$ cat config.mk
export PLATFORM = sky130hd
export DESIGN_NAME = fail_safe_clock_monitor
export DESIGN_NICKNAME = d
export VERILOG_FILES = /design/src/inc/fail_safe_monitor_pkg.sv /design/src/hdl/fail_safe_clock_monitor.sv
export SDC_FILE = /design/constraint.sdc
export NUM_CORES = 1
export LEC_CHECK = 0
export ABC_CLOCK_PERIOD_IN_PS = 2200
export BUFFER_PORTS_ARGS = -buffer_cell sky130_fd_sc_hd__buf_4
export CORE_ASPECT_RATIO = 1.75
export CORE_MARGIN = 2
export CORE_UTILIZATION = 46
export DETAILED_ROUTE_END_ITERATION = 6
export PLACE_DENSITY = 0.76
export SYNTH_ARGS = -nofsm -noshare
export SYNTH_HDL_FRONTEND = slang
export SYNTH_SLANG_ARGS = --single-unit
$ cat constraint.sdc
create_clock -name ref_clk -period 2.2 [get_ports ref_clk]
set_input_delay 0.11 -clock ref_clk [delete_from_list [all_inputs] [get_ports ref_clk]]
set_output_delay 0.11 -clock ref_clk [all_outputs]
set_load 0.005 [all_outputs]
$ cat src/inc/fail_safe_monitor_pkg.sv
// Constants, types and register layout of the fail-safe clock monitor
package fail_safe_monitor_pkg;

  // Bus geometry
  localparam int ADDR_W = 4;
  localparam int DATA_W = 32;

  // Register byte offsets
  localparam logic [ADDR_W-1:0] OFS_OSC_CTRL  = 4'h0;
  localparam logic [ADDR_W-1:0] OFS_IRQ_FLAGS = 4'h4;
  localparam logic [ADDR_W-1:0] OFS_IRQ_EN    = 4'h8;
  localparam logic [ADDR_W-1:0] OFS_MODE_CTRL = 4'hc;

  // osc_control_reg fields
  localparam int SCS_LSB    = 0;
  localparam int SCS_MSB    = 1;
  localparam int STATUS_BIT = 3;
  localparam int IFS_LSB    = 4;
  localparam int IFS_MSB    = 6;

  // periph_irq_flags2 and enable fields
  localparam int FAIL_FLAG_BIT = 7;
  localparam int FAIL_EN_BIT   = 7;

  // Mode control write fields
  localparam int SLEEP_BIT = 0;
  localparam int WDCLR_BIT = 1;
  localparam int IDLE_BIT  = 2;

  // Mode control read fields
  localparam int RD_STATE_LSB = 0;
  localparam int RD_STATE_MSB = 3;
  localparam int RD_PM_BIT    = 4;
  localparam int RD_SRC_LSB   = 5;
  localparam int RD_SRC_MSB   = 6;

  // Reset values
  localparam logic [1:0] SCS_RST = 2'h0;
  localparam logic [2:0] IFS_RST = 3'h0;

  // Sample clock divide ratio of the internal RC clock
  localparam int RC_DIV = 64;

  // Bit positions in the synchronised input vector
  localparam int SYN_W     = 8;
  localparam int SYN_MCLK  = 0;
  localparam int SYN_RC    = 1;
  localparam int SYN_READY = 2;
  localparam int SYN_WAKE  = 3;
  localparam int SYN_MON   = 4;
  localparam int SYN_TWO   = 5;
  localparam int SYN_XTAL  = 6;
  localparam int SYN_WDT   = 7;

  typedef enum logic [1:0] {
    SRC_PRIMARY   = 2'h0,
    SRC_SECONDARY = 2'h1,
    SRC_INTERNAL  = 2'h2
  } clk_src_e;

  typedef enum logic [3:0] {
    ST_STARTUP  = 4'b0001,
    ST_RUN      = 4'b0010,
    ST_SLEEP    = 4'b0100,
    ST_FAILSAFE = 4'b1000
  } fsm_e;

  typedef struct packed {
    logic              read;
    logic              write;
    logic [ADDR_W-1:0] address;
    logic [DATA_W-1:0] writedata;
  } avmm_req_s;

  typedef struct packed {
    clk_src_e src;
    logic     primary_en;
    logic     internal_rc_clock_run;
    logic     pm_active;
    logic     sleep_active;
  } clk_ctrl_s;

endpackage : fail_safe_monitor_pkg

$ cat src/hdl/fail_safe_clock_monitor.sv
// Fail-safe clock monitor with two-speed start-up and register slave
`timescale 1ns/10ps

module fail_safe_clock_monitor #(
  parameter int RC_DIVIDE = fail_safe_monitor_pkg::RC_DIV
) (
  input  wire logic                      ref_clk,
  input  wire logic                      sys_rst,
  input  wire logic                      monitored_clk,
  input  wire logic                      internal_rc_clock,
  input  wire logic                      primary_ready,
  input  wire logic                      wake_event,
  input  wire logic                      monitor_enable_cfg,
  input  wire logic                      two_speed_enable_cfg,
  input  wire logic                      crystal_mode_cfg,
  input  wire logic                      wdt_enable,
  input  wire fail_safe_monitor_pkg::avmm_req_s       avmm_req,
  output logic                           avmm_waitrequest,
  output logic [fail_safe_monitor_pkg::DATA_W-1:0]    avmm_readdata,
  output fail_safe_monitor_pkg::clk_ctrl_s            clk_ctrl,
  output logic                           wdt_clear,
  output logic                           osc_fail_irq
);
  import fail_safe_monitor_pkg::*;

  localparam int HALF    = RC_DIVIDE / 2;
  localparam int CNT_W   = $clog2(HALF);
  localparam logic [CNT_W-1:0] CNT_LAST = CNT_W'(HALF - 1);

  ////////////////////////////////////////////////////////////////////////////
  // Input synchronisers
  logic [SYN_W-1:0] sync1_r;
  logic [SYN_W-1:0] sync2_r;
  logic             mclk_d_r;
  logic             rc_d_r;

  always_ff @(posedge ref_clk) begin
    sync1_r <= {wdt_enable, crystal_mode_cfg, two_speed_enable_cfg,
                monitor_enable_cfg, wake_event, primary_ready,
                internal_rc_clock, monitored_clk};
    sync2_r <= sync1_r;
    mclk_d_r <= sync2_r[SYN_MCLK];
    rc_d_r   <= sync2_r[SYN_RC];
  end

  logic mclk_fall;
  logic rc_rise;
  assign mclk_fall = mclk_d_r & ~sync2_r[SYN_MCLK];
  assign rc_rise   = sync2_r[SYN_RC] & ~rc_d_r;

  ////////////////////////////////////////////////////////////////////////////
  // Static configuration capture
  logic mon_cfg_r;
  logic two_cfg_r;
  logic xtal_cfg_r;

  always_ff @(posedge ref_clk) begin
    if (sys_rst) begin
      mon_cfg_r  <= sync2_r[SYN_MON];
      two_cfg_r  <= sync2_r[SYN_TWO];
      xtal_cfg_r <= sync2_r[SYN_XTAL];
    end
  end

  ////////////////////////////////////////////////////////////////////////////
  // Sample clock divider
  logic [CNT_W-1:0] div_cnt_r;
  logic             sample_r;
  logic             sample_rise;
  logic             sample_fall;

  assign sample_rise = rc_rise && (div_cnt_r == CNT_LAST) && !sample_r;
  assign sample_fall = rc_rise && (div_cnt_r == CNT_LAST) && sample_r;

  always_ff @(posedge ref_clk) begin
    if (sys_rst) begin
      div_cnt_r <= '0;
      sample_r  <= 1'b0;
    end else if (rc_rise) begin
      if (div_cnt_r == CNT_LAST) begin
        div_cnt_r <= '0;
        sample_r  <= ~sample_r;
      end else begin
        div_cnt_r <= div_cnt_r + CNT_W'(1);
      end
    end
  end

  ////////////////////////////////////////////////////////////////////////////
  // Bus slave handshake
  logic        wait_r;
  logic        acc;
  logic        acc_wr;
  logic [DATA_W-1:0] wd;

  assign acc    = (avmm_req.read | avmm_req.write) && !wait_r;
  assign acc_wr = acc && avmm_req.write;
  assign wd     = avmm_req.writedata;

  always_ff @(posedge ref_clk) begin
    if (sys_rst) begin
      wait_r <= 1'b1;
    end else if ((avmm_req.read | avmm_req.write) && wait_r) begin
      wait_r <= 1'b0;
    end else begin
      wait_r <= 1'b1;
    end
  end

  logic wr_osc;
  logic wr_flags;
  logic wr_en;
  logic wr_mode;
  assign wr_osc   = acc_wr && (avmm_req.address == OFS_OSC_CTRL);
  assign wr_flags = acc_wr && (avmm_req.address == OFS_IRQ_FLAGS);
  assign wr_en    = acc_wr && (avmm_req.address == OFS_IRQ_EN);
  assign wr_mode  = acc_wr && (avmm_req.address == OFS_MODE_CTRL);

  ////////////////////////////////////////////////////////////////////////////
  // Software registers
  logic [1:0] scs_r;
  logic [2:0] ifs_r;
  logic       fail_en_r;
  logic       ifs_change;

  assign ifs_change = wr_osc && (wd[IFS_MSB:IFS_LSB] != ifs_r);

  always_ff @(posedge ref_clk) begin
    if (sys_rst) begin
      scs_r     <= SCS_RST;
      ifs_r     <= IFS_RST;
      fail_en_r <= 1'b0;
    end else begin
      if (wr_osc) begin
        scs_r <= wd[SCS_MSB:SCS_LSB];
        ifs_r <= wd[IFS_MSB:IFS_LSB];
      end
      if (wr_en) begin
        fail_en_r <= wd[FAIL_EN_BIT];
      end
    end
  end

  logic sleep_req;
  logic pm_entry;
  logic [1:0] pm_scs;
  assign sleep_req = wr_mode && wd[SLEEP_BIT];
  assign pm_scs    = wr_osc ? wd[SCS_MSB:SCS_LSB] : scs_r;
  assign pm_entry  = (wr_osc && (wd[SCS_MSB:SCS_LSB] != scs_r))
                   || (wr_mode && wd[IDLE_BIT]);

  function automatic clk_src_e src_of(input logic [1:0] sel);
    if (sel[1]) begin
      src_of = SRC_INTERNAL;
    end else if (sel[0]) begin
      src_of = SRC_SECONDARY;
    end else begin
      src_of = SRC_PRIMARY;
    end
  endfunction : src_of

  ////////////////////////////////////////////////////////////////////////////
  // Clock monitor latch and failure detect
  fsm_e     state_r;
  clk_src_e src_r;
  logic     seen_r;
  logic     mon_active;
  logic     fail_det;

  assign mon_active = mon_cfg_r && (state_r == ST_RUN)
                    && (src_r != SRC_INTERNAL);
  assign fail_det   = mon_active && sample_fall && seen_r;

  always_ff @(posedge ref_clk) begin
    if (sys_rst || !mon_active) begin
      seen_r <= 1'b0;
    end else if (mclk_fall) begin
      seen_r <= 1'b1;
    end else if (sample_rise) begin
      seen_r <= 1'b0;
    end
  end

  ////////////////////////////////////////////////////////////////////////////
  // Oscillator-fail flag
  logic fail_flag_r;

  always_ff @(posedge ref_clk) begin
    if (sys_rst) begin
      fail_flag_r <= 1'b0;
    end else if (fail_det) begin
      fail_flag_r <= 1'b1;
    end else if (wr_flags && !wd[FAIL_FLAG_BIT]) begin
      fail_flag_r <= 1'b0;
    end
  end

  ////////////////////////////////////////////////////////////////////////////
  // Clock source state machine
  logic status_r;
  logic primary_en_r;
  logic pm_active_r;
  logic hold_internal;
  logic sleep_r;

  // Crystal start-up runs internal when two-speed or monitoring is on
  assign hold_internal = xtal_cfg_r && (two_cfg_r || mon_cfg_r);

  always_ff @(posedge ref_clk) begin
    if (sys_rst) begin
      state_r      <= ST_STARTUP;
      src_r        <= SRC_INTERNAL;
      status_r     <= 1'b0;
      primary_en_r <= 1'b1;
      pm_active_r  <= 1'b0;
      sleep_r      <= 1'b0;
    end else begin
      case (state_r)
        ST_STARTUP: begin
          if (sleep_req) begin
            state_r      <= ST_SLEEP;
            primary_en_r <= 1'b0;
            sleep_r      <= 1'b1;
          end else if (pm_entry) begin
            state_r      <= ST_RUN;
            src_r        <= src_of(pm_scs);
            pm_active_r  <= 1'b1;
            status_r     <= (src_of(pm_scs) == SRC_PRIMARY);
            primary_en_r <= (src_of(pm_scs) == SRC_PRIMARY);
          end else if (!xtal_cfg_r || sync2_r[SYN_READY]) begin
            state_r  <= ST_RUN;
            src_r    <= SRC_PRIMARY;
            status_r <= 1'b1;
          end else begin
            // Primary not ready yet: stay, source set from hold_internal
            src_r <= hold_internal ? SRC_INTERNAL : SRC_PRIMARY;
          end
        end
        ST_RUN: begin
          if (fail_det) begin
            state_r <= ST_FAILSAFE;
            src_r   <= SRC_INTERNAL;
            if (pm_active_r && fail_en_r) begin
              pm_active_r <= 1'b0;
            end
          end else if (sleep_req) begin
            state_r      <= ST_SLEEP;
            primary_en_r <= 1'b0;
            sleep_r      <= 1'b1;
          end else if (pm_entry) begin
            src_r        <= src_of(pm_scs);
            pm_active_r  <= 1'b1;
            status_r     <= (src_of(pm_scs) == SRC_PRIMARY);
            primary_en_r <= (src_of(pm_scs) == SRC_PRIMARY);
          end
        end
        ST_FAILSAFE: begin
          // Managed mode kept when the interrupt is off
          if (sleep_req) begin
            state_r      <= ST_SLEEP;
            primary_en_r <= 1'b0;
            sleep_r      <= 1'b1;
          end else if (pm_entry) begin
            state_r      <= ST_RUN;
            src_r        <= src_of(pm_scs);
            pm_active_r  <= 1'b1;
            status_r     <= (src_of(pm_scs) == SRC_PRIMARY);
            primary_en_r <= (src_of(pm_scs) == SRC_PRIMARY);
          end else begin
            src_r <= SRC_INTERNAL;
          end
        end
        ST_SLEEP: begin
          if (sync2_r[SYN_WAKE]) begin
            state_r      <= ST_STARTUP;
            status_r     <= 1'b0;
            sleep_r      <= 1'b0;
            primary_en_r <= 1'b1;
            pm_active_r  <= 1'b0;
            src_r        <= hold_internal ? SRC_INTERNAL : SRC_PRIMARY;
          end
        end
        default: begin
          state_r <= ST_STARTUP;
          sleep_r <= 1'b0;
        end
      endcase
    end
  end

  ////////////////////////////////////////////////////////////////////////////
  // Watchdog clear, RC run request and interrupt request
  logic wdt_clear_r;
  logic internal_rc_clock_run_r;
  logic irq_r;

  always_ff @(posedge ref_clk) begin
    if (sys_rst) begin
      wdt_clear_r <= 1'b0;
      internal_rc_clock_run_r <= 1'b1;
      irq_r       <= 1'b0;
    end else begin
      wdt_clear_r <= fail_det || sleep_req || ifs_change
                  || (wr_mode && wd[WDCLR_BIT]);
      internal_rc_clock_run_r <= mon_cfg_r || sync2_r[SYN_WDT]
                  || (src_r == SRC_INTERNAL)
                  || (state_r == ST_STARTUP);
      irq_r       <= fail_flag_r && fail_en_r;
    end
  end

  ////////////////////////////////////////////////////////////////////////////
  // Read data
  logic [DATA_W-1:0] rdata_r;

  always_ff @(posedge ref_clk) begin
    if (sys_rst) begin
      rdata_r <= '0;
    end else if ((avmm_req.read | avmm_req.write) && wait_r) begin
      rdata_r <= '0;
      if (avmm_req.address == OFS_OSC_CTRL) begin
        rdata_r[SCS_MSB:SCS_LSB] <= scs_r;
        rdata_r[STATUS_BIT]      <= status_r;
        rdata_r[IFS_MSB:IFS_LSB] <= ifs_r;
      end else if (avmm_req.address == OFS_IRQ_FLAGS) begin
        rdata_r[FAIL_FLAG_BIT] <= fail_flag_r;
      end else if (avmm_req.address == OFS_IRQ_EN) begin
        rdata_r[FAIL_EN_BIT] <= fail_en_r;
      end else if (avmm_req.address == OFS_MODE_CTRL) begin
        rdata_r[RD_STATE_MSB:RD_STATE_LSB] <= state_r;
        rdata_r[RD_PM_BIT]                 <= pm_active_r;
        rdata_r[RD_SRC_MSB:RD_SRC_LSB]     <= src_r;
      end
    end
  end

  ////////////////////////////////////////////////////////////////////////////
  // Outputs
  assign avmm_waitrequest     = wait_r;
  assign avmm_readdata        = rdata_r;
  assign wdt_clear            = wdt_clear_r;
  assign osc_fail_irq         = irq_r;
  assign clk_ctrl.src         = src_r;
  assign clk_ctrl.primary_en  = primary_en_r;
  assign clk_ctrl.internal_rc_clock_run   = internal_rc_clock_run_r;
  assign clk_ctrl.pm_active   = pm_active_r;
  assign clk_ctrl.sleep_active = sleep_r;

endmodule : fail_safe_clock_monitor

# Word-level counts from Yosys, hierarchy flattened
# Index checks and enable logic that the tools add are counted.
totals:
  output_inout_bits: 41
  inputBits: 48
  regBits: 57
op_classes:
  bitwise_logic: 6
  n_addsub: 1
  eq_ne: 28
  mux: 70
  reduce_logical: 54
op_table:
  columns: ["operator", "n"]
  rows:
  - ["2-bit two-way mux", 20]
  - ["4-bit two-way mux", 9]
  - ["1-bit two-way mux", 31]
  - ["1-bit logical AND", 23]
  - ["7-bit two-way mux", 3]
  - ["3-bit != test, second input constant", 7]
  - ["2-bit != test, second input constant", 8]
  - ["4-bit case mux with 4 select lines", 1]
  - ["4-bit equality test, second input constant", 3]
  - ["6-bit AND reduction", 2]
  - ["1-bit logical OR", 10]
  - ["9-bit AND reduction", 1]
  - ["4-bit by 3-bit equality test with 1-bit output, second input constant", 2]
  - ["1-bit case mux with 4 select lines", 2]
  - ["2-bit case mux with 4 select lines", 1]
  - ["2-bit zero test", 3]
  - ["1-bit case mux with 3 select lines", 2]
  - ["5-bit by 1-bit adder with 5-bit output, second input constant", 1]
  - ["5-bit equality test, second input constant", 1]
  - ["1-bit zero test", 5]
  - ["5-bit two-way mux", 1]
  - ["4-bit by 1-bit equality test with 1-bit output, second input constant", 1]
  - ["4-bit by 2-bit equality test with 1-bit output, second input constant", 1]
  - ["4-bit zero test", 1]
  - ["other kinds (15)", 20]

# Longest topological paths before layout
logic_depth:
  word_depth: 17
  ltp_mapped: 8

# Least setup slack after synthesis
# Ideal clock, no wire load.
synth_path:
  path_type: "register -> register"
  from: "register div_cnt_r[0]"
  to: "register primary_en_r"
  t_arrival_ns: 1.957
  stages_incl_launch_ff: 9
  t_required_ns: 2.080
  setup_time_ns: 0.120
  path_slack_ns: 0.123
  path_cell_list: "dfxtp_1 -> ha_1 -> and3_1 -> ha_1 -> and3b_1 -> nand4_2 -> and2_1 -> o311a_1 -> a211o_1"
synth_between:
  elab_chain_len: 7
synth_rtl:
  columns: ["item", "line", "rtl"]
  rows:
  - ["start: declaration", "fail_safe_clock_monitor.sv:67", "logic [CNT_W-1:0] div_cnt_r;"]
  - ["start signal: assignment", "fail_safe_clock_monitor.sv:84", "div_cnt_r <= div_cnt_r + CNT_W'(1);"]
  - ["5-bit equality test", "fail_safe_clock_monitor.sv:73", "assign sample_fall = rc_rise && (div_cnt_r == CNT_LAST) && sample_r;"]
  - ["1-bit logical AND (2 in series)", "fail_safe_clock_monitor.sv:73", null]
  - ["1-bit logical AND (2 in series)", "fail_safe_clock_monitor.sv:172", "assign fail_det = mon_active && sample_fall && seen_r;"]
  - ["2-bit != test (no line)", null, null]
  - ["6-bit AND reduction (no line)", null, null]
  - ["end signal: assignment", "fail_safe_clock_monitor.sv:229", "primary_en_r <= (src_of(pm_scs) == SRC_PRIMARY);"]
  - ["end signal: assignment", "fail_safe_clock_monitor.sv:254", "primary_en_r <= (src_of(pm_scs) == SRC_PRIMARY);"]
  - ["end signal: assignment", "fail_safe_clock_monitor.sv:268", "primary_en_r <= (src_of(pm_scs) == SRC_PRIMARY);"]
  - ["end: declaration", "fail_safe_clock_monitor.sv:201", "logic primary_en_r;"]
# Every way passes these cells.
# A chain may end at the register's enable or synchronous reset.

# Worst setup path after layout
# Same ends and word-level chain as after synthesis.

==> results.yml <==
drt:
  vias: 2174
  wire_per_inst_um: 14.1
  antenna_left: 0
  vias_per_cell: 5.21
  remaining_drc_errors: 0
  dr.pass1.iters: 4
  wirelength_um: 5870
  drt_iter0_markers: 73
grt:
  grt_pass1_vias: 2128
  antenna_found_initial: 0
  met2_usage_pct: 36.0
  grt_max_degree: 35
  overflow: 0
  grt.met3_usage_pct: 5.25
  grt.total_usage_pct: 19.0
  grt_first_pass_wirelength_um: 9760
  grtUsageMet1_pct: 17.7
  top_usage_layer: "met2"
sta:
  max_freq_mhz: 492
  period_needed_ns: 2.03
  finalHoldViolations: 0
  slew_headroom_pct: 25.0
  tightest_slew_ns: 1.11
  timing.final.ws_setup_ns: 0.169
  rsz0062_at_grt: "false"
  fin_setup_tns_ns: 0
  setup-violations-final: 0
  period_share_pct: 92.3
  fin_skew_ns: 0.00877
  slew_violations: 0
pwr:
  power_switching_uw: 596
  sw_frac_of_total_pct: 24.5
  power_mw: 2.44
  p_int_mw: 1.84
  clkPwrFrac_pct: 40.8
  peakVddDrop_uv: 543
  powerDensity_nw_per_um2: 738
  p_seq_share_pct: 46.2
  comb_power_share_pct: 13.0
  p_leak_nw: 1.39
yosys:
  synth_common_cells: "dfxtp_1 (54), buf_4 (31), nor2_1 (24)"
  syn_inst: 287
  async_flop_share_pct: 0
  ys_seq_area_share_pct: 42.3
  yosysMostFrequentCell: "dfxtp_1"
  ys_warn_count: 0
  synth_edf_count: 3
  ys_seq_elements: 57
  yosys-top-cells-area: "dfxtp_1 (39%), buf_4 (8.4%), a21oi_1 (3.3%)"
  avgSynthCellArea_um2: 9.65
  synth_largest_area_cell: "dfxtp_1"
  syn-cell-area_um2: 2770
  synth_flop_cell: "dfxtp_1"
  yosys.area.top_type_share_pct: 39.0
  yosysUniqueCellTypes: 64
floorplanning:
  fp.dieW_um: 62.7
  initial_utilization_pct: 47.5
  design.die.area_um2: 6680
  rows: 37
  dieHeight_um: 107
  pin_count: 89
  core_um2: 5830
clock_tree:
  cts_tree: "built"
  postCtsSetupRepairBufs: 0
  root_buffer: "clkbuf_8"
  htreeDepth: 3
  numCtsBuffers: 9
  cts_sinks: 57
  max-clock-path-buffers: 2
  path_clk_slew_ns: 0.06
  clock_latency_ns: 0.33
place:
  gp_congestion: 0.891
  place_area_um2: 3010
  post-place-ws_ns: 0.0755
  io_buffers: 39
  dp_hpwl_um: 4330
finish:
  final_util_pct: 56.6
  area_delta_synth_final_pct: 19.3
  fin_area_um2: 3300
  layout-drive-gt1-share_pct: 24.8
  nNetsFinal: 385
  diodes: 0
setup_path:
  worstSetupPathType: "register to register"
  worstPathRequired_ns: 2.41
  start_kind: "register"
  critPathArrivalTime_ns: 2.24
  crit_path_end_kind: "register"
  cp_max_fo: 5
job:
  cap_violations: 0
outcome:
  status: "complete, no violations"
min_path:
  hp-class: "primary input to register"
==> layer usage <==
layer / wire, um / up-vias
li1: - / 1073
met4: 214 / 0
met5: 0 / -
met2: 3250 / 76
met3: 301 / 19
met1: 2110 / 1006
==> power by group through the flow <==
stage / sequential, mW / clock (mW) / combinational (mW)
2_1_floorplan: 1.13 / 0 / 0.248
3_3_place_gp: 1.15 / 0 / 0.295
3_5_place_dp: 1.15 / 0 / 0.300
4_1_cts: 1.13 / 1.02 / 0.313
5_1_grt: 1.13 / 1.07 / 0.346
6_report: 1.13 / 0.994 / 0.317
==> per-stage QoR <==
| stage | std cells | hold WS [ns] |
|---|---|---|
| 5_1_grt | 417 | 0.0451 |
| 4_1_cts | 417 | 0.0420 |
| 6_report | 417 | 0.0547 |
| 3_3_place_gp | 394 | 0.214 |
| 2_1_floorplan | 310 | 0.138 |
| 3_5_place_dp | 394 | 0.215 |
==> timing repair <==
action / 4_1_cts / 5_1_grt
endpoints found under the setup margin: 0 / 2
endpoints found under the hold margin: 8 / 0
hold buffers: 8 / 0
gates resized for setup: 0 / 2
==> path summary, 6_finish.rpt <==
| kind | startpoint | end | slack, ns | cells past startpoint |
|---|---|---|---|---|
| max | div_cnt_r[0] | primary_en_r | 0.17 | 8 |
| min | avmm_req[7] | fail_en_r | 0.05 | 3 |
| min reg2reg | sync1_r[7] | sync2_r[7] | 0.33 | 0 |
| max reg2reg | div_cnt_r[0] | primary_en_r | 0.17 | 8 |
==> critical path, stage by stage, from the launching register on <==
cell and delay, ns:
dfxtp_1 0.39, ha_1 0.20, and3_1 0.17, ha_1 0.15, and3b_2 0.25, nand4_2 0.14, and2_1 0.22, o311a_1 0.13
a211o_1 0.26
==> cells by family (layout without fill, tap and decap cells) <==
| logic type | after synthesis | count (layout) | synth area share (%) |
|---|---|---|---|
| AOI/OAI and AO/OA | 74 | 74 | 20.4 |
| xor gates and xnor gates | 7 | 7 | 2.21 |
| adders and majority gates | 2 | 2 | 0.904 |
| buffers and inverters | 46 | 75 | 11.3 |
| DFF | 57 | 57 | 42.3 |
| muxes | 5 | 5 | 1.81 |
| other | 1 | 24 | 0.135 |
| and+or+nand+nor | 95 | 95 | 20.9 |
==> final cells by class <==
type	instances	area (um2)
fill	551	2530
multi-input combinational	207	1380
sequential	57	1170
inverter	5	18.8
clock inverter	2	37.5
clock buffer	13	169
timing repair buffer	55	433
tap	78	97.6
==> flip-flops by register name (all words and copies together), names as in the netlist, 2 cells and up <==
| name | flops |
|---|---|
| avmm_readdata | 8 |
| div_cnt_r | 5 |
| ifs_r | 3 |
| scs_r | 2 |
| src_r | 2 |
| state_r | 4 |
| sync1_r | 8 |
| sync2_r | 8 |
==> cell usage in the layout (no fill, tap or decap), drive strengths merged, types with 7 or more instances in the layout <==
master | Yosys | layout
dfxtp | 54 | 54
buf | 36 | 47
nor2 | 24 | 24
conb | 1 | 24
a21oi | 20 | 20
nand2 | 17 | 17
o21ai | 14 | 14
clkbuf | 5 | 13
nand3 | 11 | 11
dlygate4sd3 | 0 | 8
a22oi | 8 | 8
a22o | 7 | 7
(Power assumes the default switching activity.)
